--- src/logic/dtpg_pkg.sv ---
// Package for the detector timing pulse generator: constants and carrier types
package dtpg_pkg;

	// ======================================================================
	// Clock and timing
	// ======================================================================
	localparam int CLK_PERIOD_NS = 50;
	// Least quiet time after the hold-off window before a deferred event
	localparam int HOLD_QUIET_NS = 1000;
	localparam int HOLD_QUIET_CYC = (HOLD_QUIET_NS + CLK_PERIOD_NS - 1) / CLK_PERIOD_NS;
	// Longest delay after the hold-off window for a deferred event
	localparam int HOLD_LATE_NS = 10000;
	localparam int HOLD_LATE_CYC = HOLD_LATE_NS / CLK_PERIOD_NS;
	// Base tick of the time base is half a millisecond
	localparam int HALF_MS_NS = 500000;
	localparam int HALF_MS_CYC = HALF_MS_NS / CLK_PERIOD_NS;

	// ======================================================================
	// Widths and time-base ratios
	// ======================================================================
	localparam int QUIET_W = 8;
	localparam logic [QUIET_W-1:0] QUIET_DONE = QUIET_W'(HOLD_QUIET_CYC);
	localparam int HMS_W = 8;
	localparam logic [HMS_W-1:0] HMS_PER_MS = 8'h02;
	localparam logic [HMS_W-1:0] HMS_PER_100MS = 8'hC8;
	localparam int CLR_PER_W = 5;
	localparam int CAL_PER_W = 12;
	localparam int MRK_PER_W = 8;
	localparam int DLY_W = 3;
	localparam int DLY_TAPS = 7;

	// ======================================================================
	// Values after reset
	// ======================================================================
	localparam logic [CLR_PER_W-1:0] CLR_PER_RST = 5'h01;
	localparam logic [CAL_PER_W-1:0] CAL_PER_RST = 12'h001;
	localparam logic [MRK_PER_W-1:0] MRK_PER_RST = 8'h01;

	// ======================================================================
	// Carrier types
	// ======================================================================
	// Periods: clear in 100 ms units, calib in 1 ms units, marker in 1 ms units
	typedef struct packed {
		logic [CLR_PER_W-1:0] clear_period;
		logic [CAL_PER_W-1:0] calib_period;
		logic [MRK_PER_W-1:0] marker_period;
	} dtpg_period_t;

	// Per-fan-out delays in whole clock cycles
	typedef struct packed {
		logic [DLY_W-1:0] beam;
		logic [DLY_W-1:0] clear;
		logic [DLY_W-1:0] calib;
	} dtpg_fan_dly_t;

endpackage : dtpg_pkg

--- src/logic/dtpg_gen.sv ---
// Detector timing pulse generator with per-fan-out delays and hold-off
`timescale 1ns/1ps

// Contract
// Beam window output changes on a clock edge, well before receiver sampling.
// Beam window shifts together with its fan-out clock phase.
// Per-fan-out beam window delay of 0 to 7 cycles, 3 bits.
// Counter clear is periodic, 0.1 s to 3 s in 0.1 s steps.
// Counter clear lasts exactly one clock cycle.
// Counter clear changes on a clock edge, well before receiver sampling.
// Counter clear shifts together with its fan-out clock phase.
// Per-fan-out counter clear delay of 0 to 7 cycles.
// No counter clear during beam window; deferred until 1 us after.
// Calib reference period 1 ms to 4 s in 1 ms steps, 12 bits.
// Calib pulse is periodic and lasts exactly one cycle.
// Calib pulse changes on a clock edge, well before receiver sampling.
// Calib pulse shifts together with its fan-out clock phase.
// Per-fan-out calib pulse delay of 0 to 7 cycles.
// No calib pulse during beam window; deferred until 1 us after.
// Time block marker is a square wave with equal halves.
// Marker period 1 ms to 255 ms in 1 ms steps, 8 bits.
// Marker changes on a clock edge, well before receiver sampling.
// Marker shifts together with its fan-out clock phase.
// No marker change during data transfer; deferred until 1 us after.
// Deferred events issue 1 us to 10 us after combined hold-off ends.
// Avoid calib pulse and counter clear in the same cycle.
// Readout side supplies a transfer-complete indication.
// Settings are held and take effect at the next period boundary.
module dtpg_gen import dtpg_pkg::*; #(
	parameter int FANOUTS = 4,
	parameter int HMS_CYCLES = HALF_MS_CYC
) (
	input wire logic clk, // 20 MHz clock
	input wire logic rst, // Synchronous reset, active high
	input wire logic beam_window_in, // Global beam window reference
	input wire logic xfer_done, // Pulse: spill data transfer complete
	input wire dtpg_period_t periods, // Period settings
	input wire dtpg_fan_dly_t [FANOUTS-1:0] fan_dly, // Per-fan-out delays
	output logic [FANOUTS-1:0] beam_window, // Delayed beam window per fan-out
	output logic [FANOUTS-1:0] counter_clear_pulse, // Counter clear per fan-out
	output logic [FANOUTS-1:0] timing_calib_pulse, // Calib pulse per fan-out
	output logic [FANOUTS-1:0] time_block_marker, // Marker per fan-out
	output logic hold_off_active // Combined hold-off window in force
);

	localparam int PS_W = $clog2(HMS_CYCLES + 1);
	localparam logic [PS_W-1:0] PS_LAST = PS_W'(HMS_CYCLES - 1);

	// Tap select shared by all delay lines; tap 0 is the undelayed global
	function automatic logic tap_sel(input logic glb, input logic [DLY_TAPS-1:0] line,
			input logic [DLY_W-1:0] dly);
		logic res;
		res = glb;
		if (dly != '0) begin
			res = line[dly - 3'h1];
		end
		return res;
	endfunction : tap_sel

	// ======================================================================
	// Time base: half-ms, 1 ms and 100 ms ticks
	// ======================================================================
	logic [PS_W-1:0] ps_cnt_r;
	logic tick_hms;
	logic [HMS_W-1:0] ms_cnt_r;
	logic [HMS_W-1:0] cms_cnt_r;
	logic tick_ms;
	logic tick_100ms;

	assign tick_hms = (ps_cnt_r == PS_LAST);
	assign tick_ms = tick_hms && (ms_cnt_r == HMS_PER_MS - 8'h01);
	assign tick_100ms = tick_hms && (cms_cnt_r == HMS_PER_100MS - 8'h01);

	always_ff @(posedge clk) begin
		if (rst || tick_hms) begin
			ps_cnt_r <= '0;
		end else begin
			ps_cnt_r <= ps_cnt_r + PS_W'(1);
		end
	end

	always_ff @(posedge clk) begin
		if (rst) begin
			ms_cnt_r <= '0;
			cms_cnt_r <= '0;
		end else if (tick_hms) begin
			ms_cnt_r <= tick_ms ? '0 : ms_cnt_r + 8'h01;
			cms_cnt_r <= tick_100ms ? '0 : cms_cnt_r + 8'h01;
		end
	end

	// ======================================================================
	// Hold-off window: beam start to transfer complete
	// ======================================================================
	logic beam_prev_r;
	logic xfer_pend_r;
	logic hold;
	logic [QUIET_W-1:0] quiet_r;
	logic release_ok;

	assign hold = beam_window_in || xfer_pend_r;
	assign release_ok = !hold && (quiet_r == QUIET_DONE);

	always_ff @(posedge clk) begin
		if (rst) begin
			beam_prev_r <= 1'b0;
			xfer_pend_r <= 1'b0;
		end else begin
			beam_prev_r <= beam_window_in;
			// A new spill start wins over a transfer-complete in the same cycle
			if (beam_window_in && !beam_prev_r) begin
				xfer_pend_r <= 1'b1;
			end else if (xfer_done) begin
				xfer_pend_r <= 1'b0;
			end
		end
	end

	// Quiet-time counter after the window ends
	always_ff @(posedge clk) begin
		if (rst || hold) begin
			quiet_r <= '0;
		end else if (quiet_r != QUIET_DONE) begin
			quiet_r <= quiet_r + 8'h01;
		end
	end

	// ======================================================================
	// Period generators with settings latched at each boundary
	// ======================================================================
	logic [CLR_PER_W-1:0] clr_per_r;
	logic [CLR_PER_W-1:0] clr_cnt_r;
	logic [CAL_PER_W-1:0] cal_per_r;
	logic [CAL_PER_W-1:0] cal_cnt_r;
	logic [MRK_PER_W-1:0] mrk_per_r;
	logic [MRK_PER_W-1:0] mrk_cnt_r;
	logic clr_due;
	logic cal_due;
	logic mrk_due;

	assign clr_due = tick_100ms && (clr_cnt_r >= clr_per_r - 5'h01);
	assign cal_due = tick_ms && (cal_cnt_r >= cal_per_r - 12'h001);
	assign mrk_due = tick_hms && (mrk_cnt_r >= mrk_per_r - 8'h01);

	always_ff @(posedge clk) begin
		if (rst) begin
			clr_per_r <= CLR_PER_RST;
			clr_cnt_r <= '0;
		end else if (clr_due) begin
			clr_cnt_r <= '0;
			clr_per_r <= (periods.clear_period == '0) ? CLR_PER_RST : periods.clear_period;
		end else if (tick_100ms) begin
			clr_cnt_r <= clr_cnt_r + 5'h01;
		end
	end

	always_ff @(posedge clk) begin
		if (rst) begin
			cal_per_r <= CAL_PER_RST;
			cal_cnt_r <= '0;
		end else if (cal_due) begin
			cal_cnt_r <= '0;
			cal_per_r <= (periods.calib_period == '0) ? CAL_PER_RST : periods.calib_period;
		end else if (tick_ms) begin
			cal_cnt_r <= cal_cnt_r + 12'h001;
		end
	end

	// Half period counted in half-ms ticks gives equal halves
	always_ff @(posedge clk) begin
		if (rst) begin
			mrk_per_r <= MRK_PER_RST;
			mrk_cnt_r <= '0;
		end else if (mrk_due) begin
			mrk_cnt_r <= '0;
			mrk_per_r <= (periods.marker_period == '0) ? MRK_PER_RST : periods.marker_period;
		end else if (tick_hms) begin
			mrk_cnt_r <= mrk_cnt_r + 8'h01;
		end
	end

	// ======================================================================
	// Pending events and global signals
	// ======================================================================
	logic clr_pend_r;
	logic cal_pend_r;
	logic mrk_pend_r;
	logic clr_fire;
	logic cal_fire;
	logic mrk_fire;
	logic clear_glb_r;
	logic calib_glb_r;
	logic marker_glb_r;
	logic beam_glb_r;

	// A pulse still high blocks a refire, so a boundary on the firing cycle cannot stretch it
	assign clr_fire = clr_pend_r && release_ok && !clear_glb_r;
	assign cal_fire = cal_pend_r && release_ok && !clr_fire && !calib_glb_r;
	assign mrk_fire = mrk_pend_r && release_ok;

	// A new period boundary wins over the firing that clears the flag
	always_ff @(posedge clk) begin
		if (rst) begin
			clr_pend_r <= 1'b0;
			cal_pend_r <= 1'b0;
			mrk_pend_r <= 1'b0;
		end else begin
			clr_pend_r <= clr_due || (clr_pend_r && !clr_fire);
			cal_pend_r <= cal_due || (cal_pend_r && !cal_fire);
			mrk_pend_r <= mrk_due || (mrk_pend_r && !mrk_fire);
		end
	end

	// One-cycle pulses and the marker toggle, all from flops
	always_ff @(posedge clk) begin
		if (rst) begin
			clear_glb_r <= 1'b0;
			calib_glb_r <= 1'b0;
			marker_glb_r <= 1'b0;
			beam_glb_r <= 1'b0;
		end else begin
			clear_glb_r <= clr_fire;
			calib_glb_r <= cal_fire;
			beam_glb_r <= beam_window_in;
			if (mrk_fire) begin
				marker_glb_r <= !marker_glb_r;
			end
		end
	end

	// ======================================================================
	// Shared delay lines with per-fan-out taps and output flop bank
	// ======================================================================
	logic [DLY_TAPS-1:0] beam_line_r;
	logic [DLY_TAPS-1:0] clear_line_r;
	logic [DLY_TAPS-1:0] calib_line_r;
	logic [FANOUTS-1:0] beam_out_r;
	logic [FANOUTS-1:0] clear_out_r;
	logic [FANOUTS-1:0] calib_out_r;
	logic [FANOUTS-1:0] marker_out_r;
	logic hold_r;

	always_ff @(posedge clk) begin
		if (rst) begin
			beam_line_r <= '0;
			clear_line_r <= '0;
			calib_line_r <= '0;
		end else begin
			beam_line_r <= {beam_line_r[DLY_TAPS-2:0], beam_glb_r};
			clear_line_r <= {clear_line_r[DLY_TAPS-2:0], clear_glb_r};
			calib_line_r <= {calib_line_r[DLY_TAPS-2:0], calib_glb_r};
		end
	end

	// All four signals of a fan-out leave from one flop bank on the same edge,
	// so a downstream phase shift of that fan-out's clock moves them together
	genvar gi;
	generate
		for (gi = 0; gi < FANOUTS; gi++) begin : g_fan
			always_ff @(posedge clk) begin
				if (rst) begin
					beam_out_r[gi] <= 1'b0;
					clear_out_r[gi] <= 1'b0;
					calib_out_r[gi] <= 1'b0;
					marker_out_r[gi] <= 1'b0;
				end else begin
					beam_out_r[gi] <= tap_sel(beam_glb_r, beam_line_r, fan_dly[gi].beam);
					clear_out_r[gi] <= tap_sel(clear_glb_r, clear_line_r, fan_dly[gi].clear);
					calib_out_r[gi] <= tap_sel(calib_glb_r, calib_line_r, fan_dly[gi].calib);
					marker_out_r[gi] <= marker_glb_r;
				end
			end
		end
	endgenerate

	always_ff @(posedge clk) begin
		if (rst) begin
			hold_r <= 1'b0;
		end else begin
			hold_r <= hold;
		end
	end

	// Outputs change only at clk edges, leaving a full period of setup
	assign beam_window = beam_out_r;
	assign counter_clear_pulse = clear_out_r;
	assign timing_calib_pulse = calib_out_r;
	assign time_block_marker = marker_out_r;
	assign hold_off_active = hold_r;
endmodule : dtpg_gen

--- config.mk ---
export PLATFORM = sky130hd
export DESIGN_NAME = dtpg_gen
export DESIGN_NICKNAME = d
export VERILOG_FILES = /design/src/logic/dtpg_pkg.sv /design/src/logic/dtpg_gen.sv
export SDC_FILE = /design/constraint.sdc
export NUM_CORES = 1
export LEC_CHECK = 0
export BUFFER_PORTS_ARGS = -buffer_cell sky130_fd_sc_hd__buf_2
export CAP_MARGIN = 20
export CELL_PAD_IN_SITES_DETAIL_PLACEMENT = 0
export CELL_PAD_IN_SITES_GLOBAL_PLACEMENT = 1
export CORE_MARGIN = 3
export CORE_UTILIZATION = 40
export CTS_CLUSTER_SIZE = 12
export DETAILED_ROUTE_END_ITERATION = 6
export MAX_ROUTING_LAYER = met4
export PLACE_DENSITY_LB_ADDON = 0.1
export SLEW_MARGIN = 20
export SYNTH_ARGS = -nofsm -noshare
export SYNTH_HDL_FRONTEND = slang
export SYNTH_SLANG_ARGS = --single-unit
--- constraint.sdc ---
create_clock -name clk -period 4.2 [get_ports clk]
set_clock_uncertainty 0.1 [all_clocks]
set_input_delay 0.84 -clock clk [delete_from_list [all_inputs] [get_ports clk]]
set_output_delay 0.84 -clock clk [all_outputs]
set_load 0.02 [all_outputs]
* Word level (Yosys, flattened, before mapping)
Index checks and enable logic that the tools add are counted.
** Operators by class
- $add $sub $neg :: 22
- Magnitude comparators :: 15
- Equal/unequal tests :: 5
- Mux-type cells :: 43
- Reductions and logical operators :: 49
** Operators by type and width (number)
- $lt 3x4->1 const B :: 12
- $bmux 1 s3 :: 12
- $reduce_bool 3->1 :: 12
- $sub 3x1->3 const B :: 12
- $add 8x1->8 const B :: 4
- $mux 1 :: 26
- $mux 8 :: 3
- $logic_and 1x1->1 :: 16
- $add 14x1->14 const B :: 1
- $eq 14x14->1 const B :: 1
- $add 12x1->12 const B :: 1
- $ge 12x12->1 :: 1
- $logic_not 12->1 :: 1
- $mux 12 :: 1
- $sub 12x1->12 const B :: 1
- $eq 8x1->1 const B :: 1
- $eq 8x5->1 const B :: 1
- $eq 8x8->1 const B :: 1
- $ge 8x8->1 :: 1
- $logic_not 1->1 :: 8
- $logic_not 8->1 :: 1
- $ne 8x5->1 const B :: 1
- $sub 8x1->8 const B :: 1
- $logic_or 1x1->1 :: 6
- 7 further kinds :: 9
** Word-level totals
- Bits in registers :: 131
- Output and inout port bits :: 17

* Depth between registers and ports, before layout
Gate-level depths: netlist of the first run.
- Depth after elaboration :: 11
- Depth in mapped cells :: 13
- Mapped depth without buffers :: 12

* Worst setup path after synthesis of the first run
OpenSTA, ideal clock, no wires.
- Path kind :: flip-flop to flip-flop
- Start :: reg cal_per_r[6]
- End :: reg cal_per_r[10]
- Setup time :: 0.128 ns
- Arrival time :: 2.964 ns
- Data required time :: 3.972 ns
- Slack :: 1.009 ns
- Stages on the path, launching flop included :: 12
- Cells stage by stage :: dfxtp_1 > or4_1 > nor3_1 > xnor2_1 > ha_1 > nand3_1 > or3_1 > or4_4 > a31oi_4 > buf_12 > mux2i_1 > nor2_1
** Between the ends
- Cells in the longest elaborated chain, start to end :: 3
** Ends and longest elaborated chain
- start, declared :: line dtpg_gen.sv:133 : logic [CAL_PER_W-1:0] cal_per_r;
- start signal, assigned :: line dtpg_gen.sv:163 : cal_per_r <= (periods.calib_period == '0) ? CAL_PER_RST : periods.calib_period;
- $sub 12x1->12 :: line dtpg_gen.sv:142 : assign cal_due = tick_ms && (cal_cnt_r >= cal_per_r - 12'h001);
- $ge 12x12->1 :: line dtpg_gen.sv:142
- $logic_and 1x1->1 :: line dtpg_gen.sv:142
Every way passes these cells.
A chain may end at the register's enable or synchronous reset.

* Worst setup path in the final report of the first run
- Start :: reg cal_per_r[2]
- End :: reg cal_cnt_r[9]
** Between the ends
- Cells in the longest elaborated chain, start to end :: 4
** Ends and longest elaborated chain
- $sub 12x1->12 :: line dtpg_gen.sv:142
- $ge 12x12->1 :: line dtpg_gen.sv:142
- $logic_and 1x1->1 :: line dtpg_gen.sv:142
- $reduce_or 2->1 (no line)
- end signal, assigned :: line dtpg_gen.sv:165 : cal_cnt_r <= cal_cnt_r + 12'h001;
- end, declared :: line dtpg_gen.sv:134 : logic [CAL_PER_W-1:0] cal_cnt_r;
Every way passes these cells.

==> impl_summary.log, run 1 <==
[metrics] status: completed
[metrics] Leakage Power: between 3 and 4 nW
[metrics] leading cell types by total area after synthesis: sky130_fd_sc_hd__dfxtp_1 36%, sky130_fd_sc_hd__ha_1 11%, sky130_fd_sc_hd__mux2i_1 5.4%, sky130_fd_sc_hd__nor2_1 4.5%, sky130_fd_sc_hd__xor2_1 4.3%
[metrics] area of the multi-input gates: 4300 sq um
[metrics] largest fanout on the critical path: 14
[metrics] worst hold path class: flip-flop to flip-flop
[metrics] synth-to-layout area growth: 17.3%
[metrics] buffers from clock root to sink, at most: 2
[metrics] prevailing post-synth register cell: sky130_fd_sc_hd__dfxtp_1
[metrics] clock tree from TritonCTS: yes
[metrics] type of element launching the critical path: flip-flop
[metrics] total via count after detailed routing: ~5,800
[metrics] grt ovf: 0
[metrics] number of port buffers: 81
[metrics] WP data arrival: a little under 4 ns
[metrics] number of global-route vias before repair: between 5,000 and 6,000
[metrics] vias per std cell: 5.16
[metrics] unrepaired setup endpoints after global routing: no
[metrics] setup total negative slack: 0 ns
[metrics] clock latency on the worst-skew pair: 0.43 ns
[metrics] cell area after synthesis: ~7200 sq um
[metrics] die area: 19,700 sq um
[metrics] Gate Count Post-Synth: about 800
[metrics] die span in y: 140 um
[metrics] deepest level of the CTS H-tree: 4
[metrics] number of nets in the final layout: roughly 1,000
[metrics] hold worst-path end: ps_cnt_r[0]
[metrics] global routing usage on met2: 0.283
[metrics] layout cell share with drive strength beyond 1: 0.155
[metrics] slew of the pin with the lowest slew margin: slightly below 0.9 ns
[metrics] global placer's final weighted congestion: approximately 0.79
[metrics] overall routed net length: 15,800 um
[metrics] Max-slew headroom: 0.402
[metrics] effective utilization at floorplan: 0.412
[metrics] fraction of met1 tracks used by global routing: 0.206
[metrics] number of flip-flops and latches in the synthesized netlist: 131
[metrics] sequential area share after synthesis: 0.364
[metrics] fillcell total: ~1,700
[metrics] count of flip-flops with a built-in enable after synthesis: 0
[metrics] drt drc: 0
[metrics] average wire length per cell after detail routing: ~14 um
[metrics] Maximum Capacitance Violations: 0
[metrics] Peak Freq: between 0.2 and 0.3 GHz
[metrics] met3 track demand over resource: 0.0440
[metrics] CTS hold repair buffers: 0
[metrics] Clock Sinks: between 100 and 150
[metrics] summed area of non-filler cells in the final layout: 8450 sq um
[metrics] R2R cell count: 11
[metrics] final count of hold timing violations: 0
[metrics] std cell rows: between 40 and 50
[metrics] number of setup buffers added after CTS: 0
[metrics] number of ports placed on the die boundary: 82
[metrics] clock period minus worst slack: ~3.7 ns
[metrics] warnings from Yosys: 0
[metrics] antenna violation net count after detailed routing: 0
[metrics] distinct cell type count of the synthesized netlist: 52
[metrics] Cell Pwr Density: 360 nW/um^2
[metrics] Core Box Area: 17,500 sq um
[metrics] count of pins over their slew limit: 0
[metrics] Final Cycle Share: 0.876
[metrics] cells resized by post-CTS repair: 0
[metrics] number of buffers created by CTS: 17
[metrics] crit end category: flip-flop
[metrics] startpoint of the worst hold path: ps_cnt_r[0]
[metrics] area share of the leading cell type in the synthesized netlist: 0.364
[metrics] reg2reg end: cal_cnt_r[9]
[metrics] die width: 140 um
[metrics] worst reg-to-reg setup slack: between 0.5 and 0.6 ns
[metrics] 1st-pass router iterations: 6
[metrics] Seq. cell area: approximately 2600 sq um
[metrics] wire length of the first global-routing pass: 27,000 um
[metrics] WHS Path Cells: 1
[metrics] Max rail drop VDD: about 0.28 mV
[metrics] clk root buf: sky130_fd_sc_hd__clkbuf_16
[metrics] share of async-settable or async-resettable flops after synthesis: 0
[metrics] number of antenna violations at the first check in global routing: 0
[metrics] final setup vio count: 0
[metrics] global routing usage summed across all routing layers: 0.171
[metrics] most heavily used metal layer in global routing: met2
[metrics] hpwl dp: 11,300 um
[metrics] RR Startpoint: cal_per_r[2]
[metrics] total cell area at the placement stage: a little under 8000 sq um
[metrics] Data required, critical path: around 4.4 ns
[metrics] First DRT Iteration DRCs: between 200 and 250
[metrics] Post-Synthesis Mean Instance Area: between 8 and 9 sq um
[metrics] synthesized netlist net count: roughly 930
[metrics] clock slew at reported path FFs: ~0.060 ns
[metrics] largest area contributor in the synthesized netlist: sky130_fd_sc_hd__dfxtp_1
[metrics] antenna diode count: 0
[metrics] maximum number of pins on one net before global-route repair: about 80
[metrics] Crit Path Category: flip-flop to flip-flop
==> layout by cell type, fill, tap and decap left out, drive strengths merged, types with 3 or more instances in the layout <==
| cell | instances |
|---|---|
| dfxtp | 131 |
| nor2 | 87 |
| buf | 85 |
| ha | 61 |
| nand2 | 56 |
| nand3 | 48 |
| inv | 42 |
| a21oi | 39 |
| mux2i | 39 |
| o21ai | 37 |
| xor2 | 35 |
| xnor2 | 32 |
| nor2b | 28 |
| nor3 | 21 |
| clkbuf | 20 |
| nand4 | 16 |
| and3 | 15 |
| mux4 | 12 |
| nor4 | 10 |
| a211oi | 9 |
| nand2b | 7 |
| nand3b | 6 |
| a211o | 6 |
| clkinv | 5 |
| o21a | 4 |
| o211a | 4 |
| bufinv | 4 |
| nor4b | 4 |
| or3 | 3 |
| a21o | 3 |
| clkinvlp | 3 |
| and2 | 3 |
| a31oi | 3 |
| mux2 | 3 |
==> cell type report <==
cell class	instances	area share
clock inverter	12	0.0212
inverter	42	0.0187
clock buffer	20	0.0553
timing repair buffer	85	0.0516
sequential	131	0.311
tap	225	0.0333
multi-input combinational	607	0.509
==> logic make-up (layout without fill, tap and decap cells) <==
group / after synthesis / in the layout / share of synthesized area
adder cells (fa/ha/maj): 61 / 61 / 0.106
XOR/XNOR: 67 / 67 / 0.0815
AO/OA/AOI/OAI: 112 / 112 / 0.0949
buffers and inverters: 65 / 159 / 0.0384
AND/OR/NAND/NOR: 313 / 313 / 0.219
multiplexers: 54 / 54 / 0.0964
flip-flops: 131 / 131 / 0.364
==> sequential cells by signal, summed over array words and instances, names as in the netlist, 8 cells and up <==
name	cells
cal_cnt_r	12
cal_per_r	12
cms_cnt_r	8
mrk_cnt_r	8
mrk_per_r	8
ms_cnt_r	8
ps_cnt_r	14
quiet_r	8
==> power breakdown <==
part / switching, mW / leakage, nW / internal, mW / total (mW)
registers: 0.00652 / 1.06 / 1.25 / 1.26
logic: 0.0941 / 2.13 / 0.0718 / 0.166
clock network: 0.571 / 0.308 / 1.04 / 1.61
==> per-stage QoR <==
step           utilization  std cells  worst slack (ns)  hold slack, ns  power [mW]
2_1_floorplan            -        803              1.01           0.318        1.39
3_5_place_dp         0.446       1090             0.523           0.346        1.46
3_3_place_gp         0.446       1090             0.572           0.334        1.45
6_report             0.483       1122             0.522           0.351        3.04
5_1_grt              0.483       1122             0.293           0.363        3.15
4_1_cts              0.483       1122             0.504           0.355        3.08
==> worst max-delay path, stage by stage, from the launching register on <==
cell and delay [ns]:
sky130_fd_sc_hd__dfxtp_1 0.35, sky130_fd_sc_hd__nor4_1 0.37, sky130_fd_sc_hd__nand2_1 0.17, sky130_fd_sc_hd__nor4_1 0.26, sky130_fd_sc_hd__xnor2_1 0.12, sky130_fd_sc_hd__ha_1 0.29, sky130_fd_sc_hd__nand3_1 0.09, sky130_fd_sc_hd__or3_1 0.38
sky130_fd_sc_hd__or4_4 0.43, sky130_fd_sc_hd__a31oi_4 0.54, sky130_fd_sc_hd__or2_2 0.37, sky130_fd_sc_hd__nor2_1 0.08
==> worst max path at each step <==
| stage | cells past startpoint | to | from | slack [ns] |
|---|---|---|---|---|
| 4_1_cts | 11 | cal_cnt_r[9] | cal_per_r[2] | 0.50 |
| 3_5_place_dp | 11 | cal_cnt_r[9] | cal_per_r[2] | 0.52 |
| 6_report | 11 | cal_cnt_r[9] | cal_per_r[2] | 0.52 |
| 2_1_floorplan | 11 | cal_per_r[10] | cal_per_r[6] | 1.01 |
| 3_3_place_gp | 11 | cal_cnt_r[11] | cal_per_r[2] | 0.57 |
| 5_1_grt | 11 | cal_cnt_r[7] | cal_per_r[2] | 0.29 |
==> synthesized netlist by cell type, drive strengths merged, types with 2 or more instances <==
cell	instances
dfxtp	131
nor2	87
ha	61
nand2	56
nand3	48
inv	42
a21oi	39
mux2i	39
o21ai	37
xor2	35
xnor2	32
nor2b	28
nor3	21
nand4	16
and3	15
clkbuf	14
mux4	12
nor4	10
a211oi	9
buf	9
nand2b	7
a211o	6
nand3b	6
nor4b	4
o211a	4
o21a	4
a21o	3
a31oi	3
and2	3
mux2	3
or3	3
a2111oi	2
nor3b	2
o211ai	2
or2	2
or4	2
==> routing by layer <==
| layer | part of all wire | vias to the layer above |
|---|---|---|
| met3 | 0.032 | 22 |
| met5 | 0 | - |
| li1 | - | 2981 |
| met4 | 0.013 | 0 |
| met1 | 0.47 | 2705 |
| met2 | 0.49 | 82 |
Note: power is estimated with default switching activity, not from simulation.
==> run 2, diff against run 1 <==
TNS_END_PERCENT = 20   (was default)
clock period = 3.3 ns   (was 4.2 ns; I/O delays follow)
==> run 2 against run 1 <==
Via count increased by 1.5%. Sequential power is 28% higher. Worst setup slack worse by 0.48 ns. Cell count increased by 1.1%. Clock power up 25%. Core utilization rose by 0.87 points. Sequential share of layout area down 0.54 points. Critical path type unchanged. Highest routed layer unchanged.
==> impl_summary.log, run 2 (synthesis results as in run 1) <==
[metrics] Max rail drop VDD: between 0.3 and 0.4 mV
[metrics] number of antenna violations at the first check in global routing: 0
[metrics] slew of the pin with the lowest slew margin: 0.860 ns
[metrics] Core Box Area: between 15,000 and 20,000 sq um
[metrics] synth-to-layout area growth: 19.4%
[metrics] Crit Path Category: flip-flop to flip-flop
[metrics] grt ovf: 0
[metrics] crit end category: flip-flop
[metrics] CTS hold repair buffers: 0
[metrics] Leakage Power: ~3.6 nW
[metrics] worst setup slack after placement: -0.0722 ns
[metrics] number of port buffers: 81
[metrics] clock slew at reported path FFs: ~0.060 ns
[metrics] Final Cycle Share: 0.989
[metrics] worst reg-to-reg setup slack: between 0.03 and 0.04 ns
[metrics] number of global-route vias before repair: 5,916
[metrics] type of element launching the critical path: flip-flop
[metrics] clk root buf: sky130_fd_sc_hd__clkbuf_16
[metrics] largest reg by FF count: ps_cnt_r
[metrics] CP bufs+invs: 1
[metrics] average wire length per cell after detail routing: 13.9 um
[metrics] layout cell share with drive strength beyond 1: 0.175
[metrics] deepest level of the CTS H-tree: 4
[metrics] number of nets in the final layout: about 1,000
[metrics] number of ports placed on the die boundary: ~80
[metrics] critical path's top delay family: simple AND/OR/NAND/NOR gates
[metrics] most frequent CP cell: sky130_fd_sc_hd__or4_4
[metrics] combinational power share: 0.055
[metrics] Max-slew headroom: 0.427
[metrics] clock network power share: 0.526
[metrics] buffers from clock root to sink, at most: 2
[metrics] WP data arrival: 3.50 ns
[metrics] most frequent standard cell in the layout excluding fill and tap cells: sky130_fd_sc_hd__dfxtp_1
[metrics] highest-delay cell along the critical path: sky130_fd_sc_hd__or4_4
[metrics] antenna violation net count after detailed routing: 0
[metrics] worst hold path class: input pin to flip-flop
[metrics] die area: about 20,000 sq um
[metrics] Maximum Capacitance Violations: 0
[metrics] number of buffers created by CTS: 17
[metrics] Data required, critical path: 3.54 ns
[metrics] std cell rows: 48
[metrics] top flop regs: ps_cnt_r (14), cal_cnt_r (12), cal_per_r (12)
[metrics] global routing usage summed across all routing layers: 0.169
[metrics] global placer's final weighted congestion: a little under 0.8
[metrics] final cell utilization of the core: 0.492
[metrics] largest fanout on the critical path: 4
[metrics] Peak Freq: approximately 0.31 GHz
[metrics] total via count after detailed routing: 5,876
[metrics] antenna diode count: 0
[metrics] Clock Sinks: ~130
[metrics] overall routed net length: 15,800 um
[metrics] wire length of the first global-routing pass: around 27,000 um
[metrics] vias per std cell: between 5 and 6
[metrics] die span in y: roughly 140 um
[metrics] final setup vio count: 0
[metrics] drt drc: 0
[metrics] number of cells in the finished layout apart from fillers: 1,134
[metrics] clock latency on the worst-skew pair: about 0.41 ns
[metrics] clock tree from TritonCTS: yes
[metrics] hpwl dp: ~11,000 um
[metrics] number of placed instances, taps included: 1,100
[metrics] clock period minus worst slack: approximately 3.3 ns
[metrics] post-route worst setup slack: about 0.038 ns
[metrics] most frequent cells in the layout: 130 x sky130_fd_sc_hd__dfxtp_1, 86 x sky130_fd_sc_hd__nor2_1, 81 x sky130_fd_sc_hd__buf_2, 61 x sky130_fd_sc_hd__ha_1, 54 x sky130_fd_sc_hd__nand2_1
[metrics] Sw Pwr: a little over 0.8 mW
[metrics] Switching Fraction: 0.214
[metrics] total cell area at the placement stage: a little under 8000 sq um
[metrics] die width: between 100 and 150 um
[metrics] internal cell power: 3.01 mW
[metrics] 1st-pass router iterations: 4
[metrics] max reg flops: 14
[metrics] list of cells traversed by the critical path: or4_4, nor3_2, xnor2_1, ha_1, nand3_2, or3_1, or4_4, a31oi_4, buf_4, mux2_1, nand2_1
[metrics] Cell Pwr Density: 445 nW/um^2
[metrics] First DRT Iteration DRCs: between 200 and 250
[metrics] summed area of non-filler cells in the final layout: about 8600 sq um
[metrics] power share of the sequential group: 0.419
[metrics] status: completed
[metrics] count of pins over their slew limit: 0
[metrics] effective utilization at floorplan: 0.412
[metrics] unrepaired setup endpoints after global routing: yes
[metrics] slowest cell delay on critical path: ~0.56 ns
[metrics] final count of hold timing violations: 0
[metrics] maximum number of pins on one net before global-route repair: just under 80
-- run 2: cell types whose count changed in the layout (fill, tap and decap cells not counted), sizes merged --
cell,previous run,this run
buf,85,97
clkbuf,20,23
clkinvlp,3,1
clkinv,5,4
-- run 2: worst paths after layout --
| kind | endpoint | startpoint | cells after the start |
|---|---|---|---|
| max reg2reg | cal_per_r[0] | cal_per_r[6] | 11 |
| min | timing_calib_pulse[3] | fan_dly[29] | 2 |
| max | cal_per_r[0] | cal_per_r[6] | 11 |
| min reg2reg | ps_cnt_r[0] | ps_cnt_r[0] | 1 |
-- run 2: worst reg2reg max path: cells and delay by family (launching register included) --
| kind | cells | cell delay (ns) |
|---|---|---|
| DFF | 1 | 0.31 |
| buffers and inverters | 1 | 0.16 |
| AOI/OAI and AO/OA | 1 | 0.27 |
| muxes | 1 | 0.31 |
| xor gates and xnor gates | 1 | 0.09 |
| adders and majority gates | 1 | 0.30 |
| and+or+nand+nor | 6 | 1.64 |
-- run 2: per-layer routing --
metal | part of all wire | vias up | wire, um | GRT usage
met5 | 0 | - | 0 | -
met4 | 0.012 | 0 | 197 | 0.0505
met3 | 0.032 | 13 | 502 | 0.0338
met2 | 0.50 | 65 | 7920 | 0.287
met1 | 0.45 | 2796 | 7160 | 0.204
li1 | - | 3002 | - | -
-- run 2: metrics by stage --
stage | power (mW) | setup TNS [ns] | hold slack (ns)
2_1_floorplan | 1.77 | 0 | 0.318
4_1_cts | 3.89 | 0 | 0.314
5_1_grt | 3.98 | -1.00 | 0.323
3_3_place_gp | 1.84 | -0.0485 | 0.333
3_5_place_dp | 1.85 | -1.36 | 0.353
6_report | 3.83 | 0 | 0.340
-- run 2: cell type report --
class,count,area [sq um]
timing repair buffer,97,533
tap,225,282
fill,1641,8880
clock inverter,9,151
sequential,131,2620
multi-input combinational,607,4370
clock buffer,23,478
inverter,42,158
-- run 2: timing repair --
| item | in CTS | in global routing |
|---|---|---|
| pin swaps | 1 | 2 |
| hold endpoints to repair | 0 | 0 |
| buffers inserted | 1 | 1 |
| setup endpoints to repair | 23 | 24 |
| resized for setup | 7 | 10 |
-- run 2: power groups by stage --
stage | Sequential (mW) | Clock [mW] | Combinational [mW]
floorplan | 1.65 | 0 | 0.120
global placement | 1.64 | 0 | 0.205
detailed placement | 1.64 | 0 | 0.212
CTS | 1.61 | 2.07 | 0.214
global route | 1.61 | 2.13 | 0.236
finish | 1.61 | 2.01 | 0.211
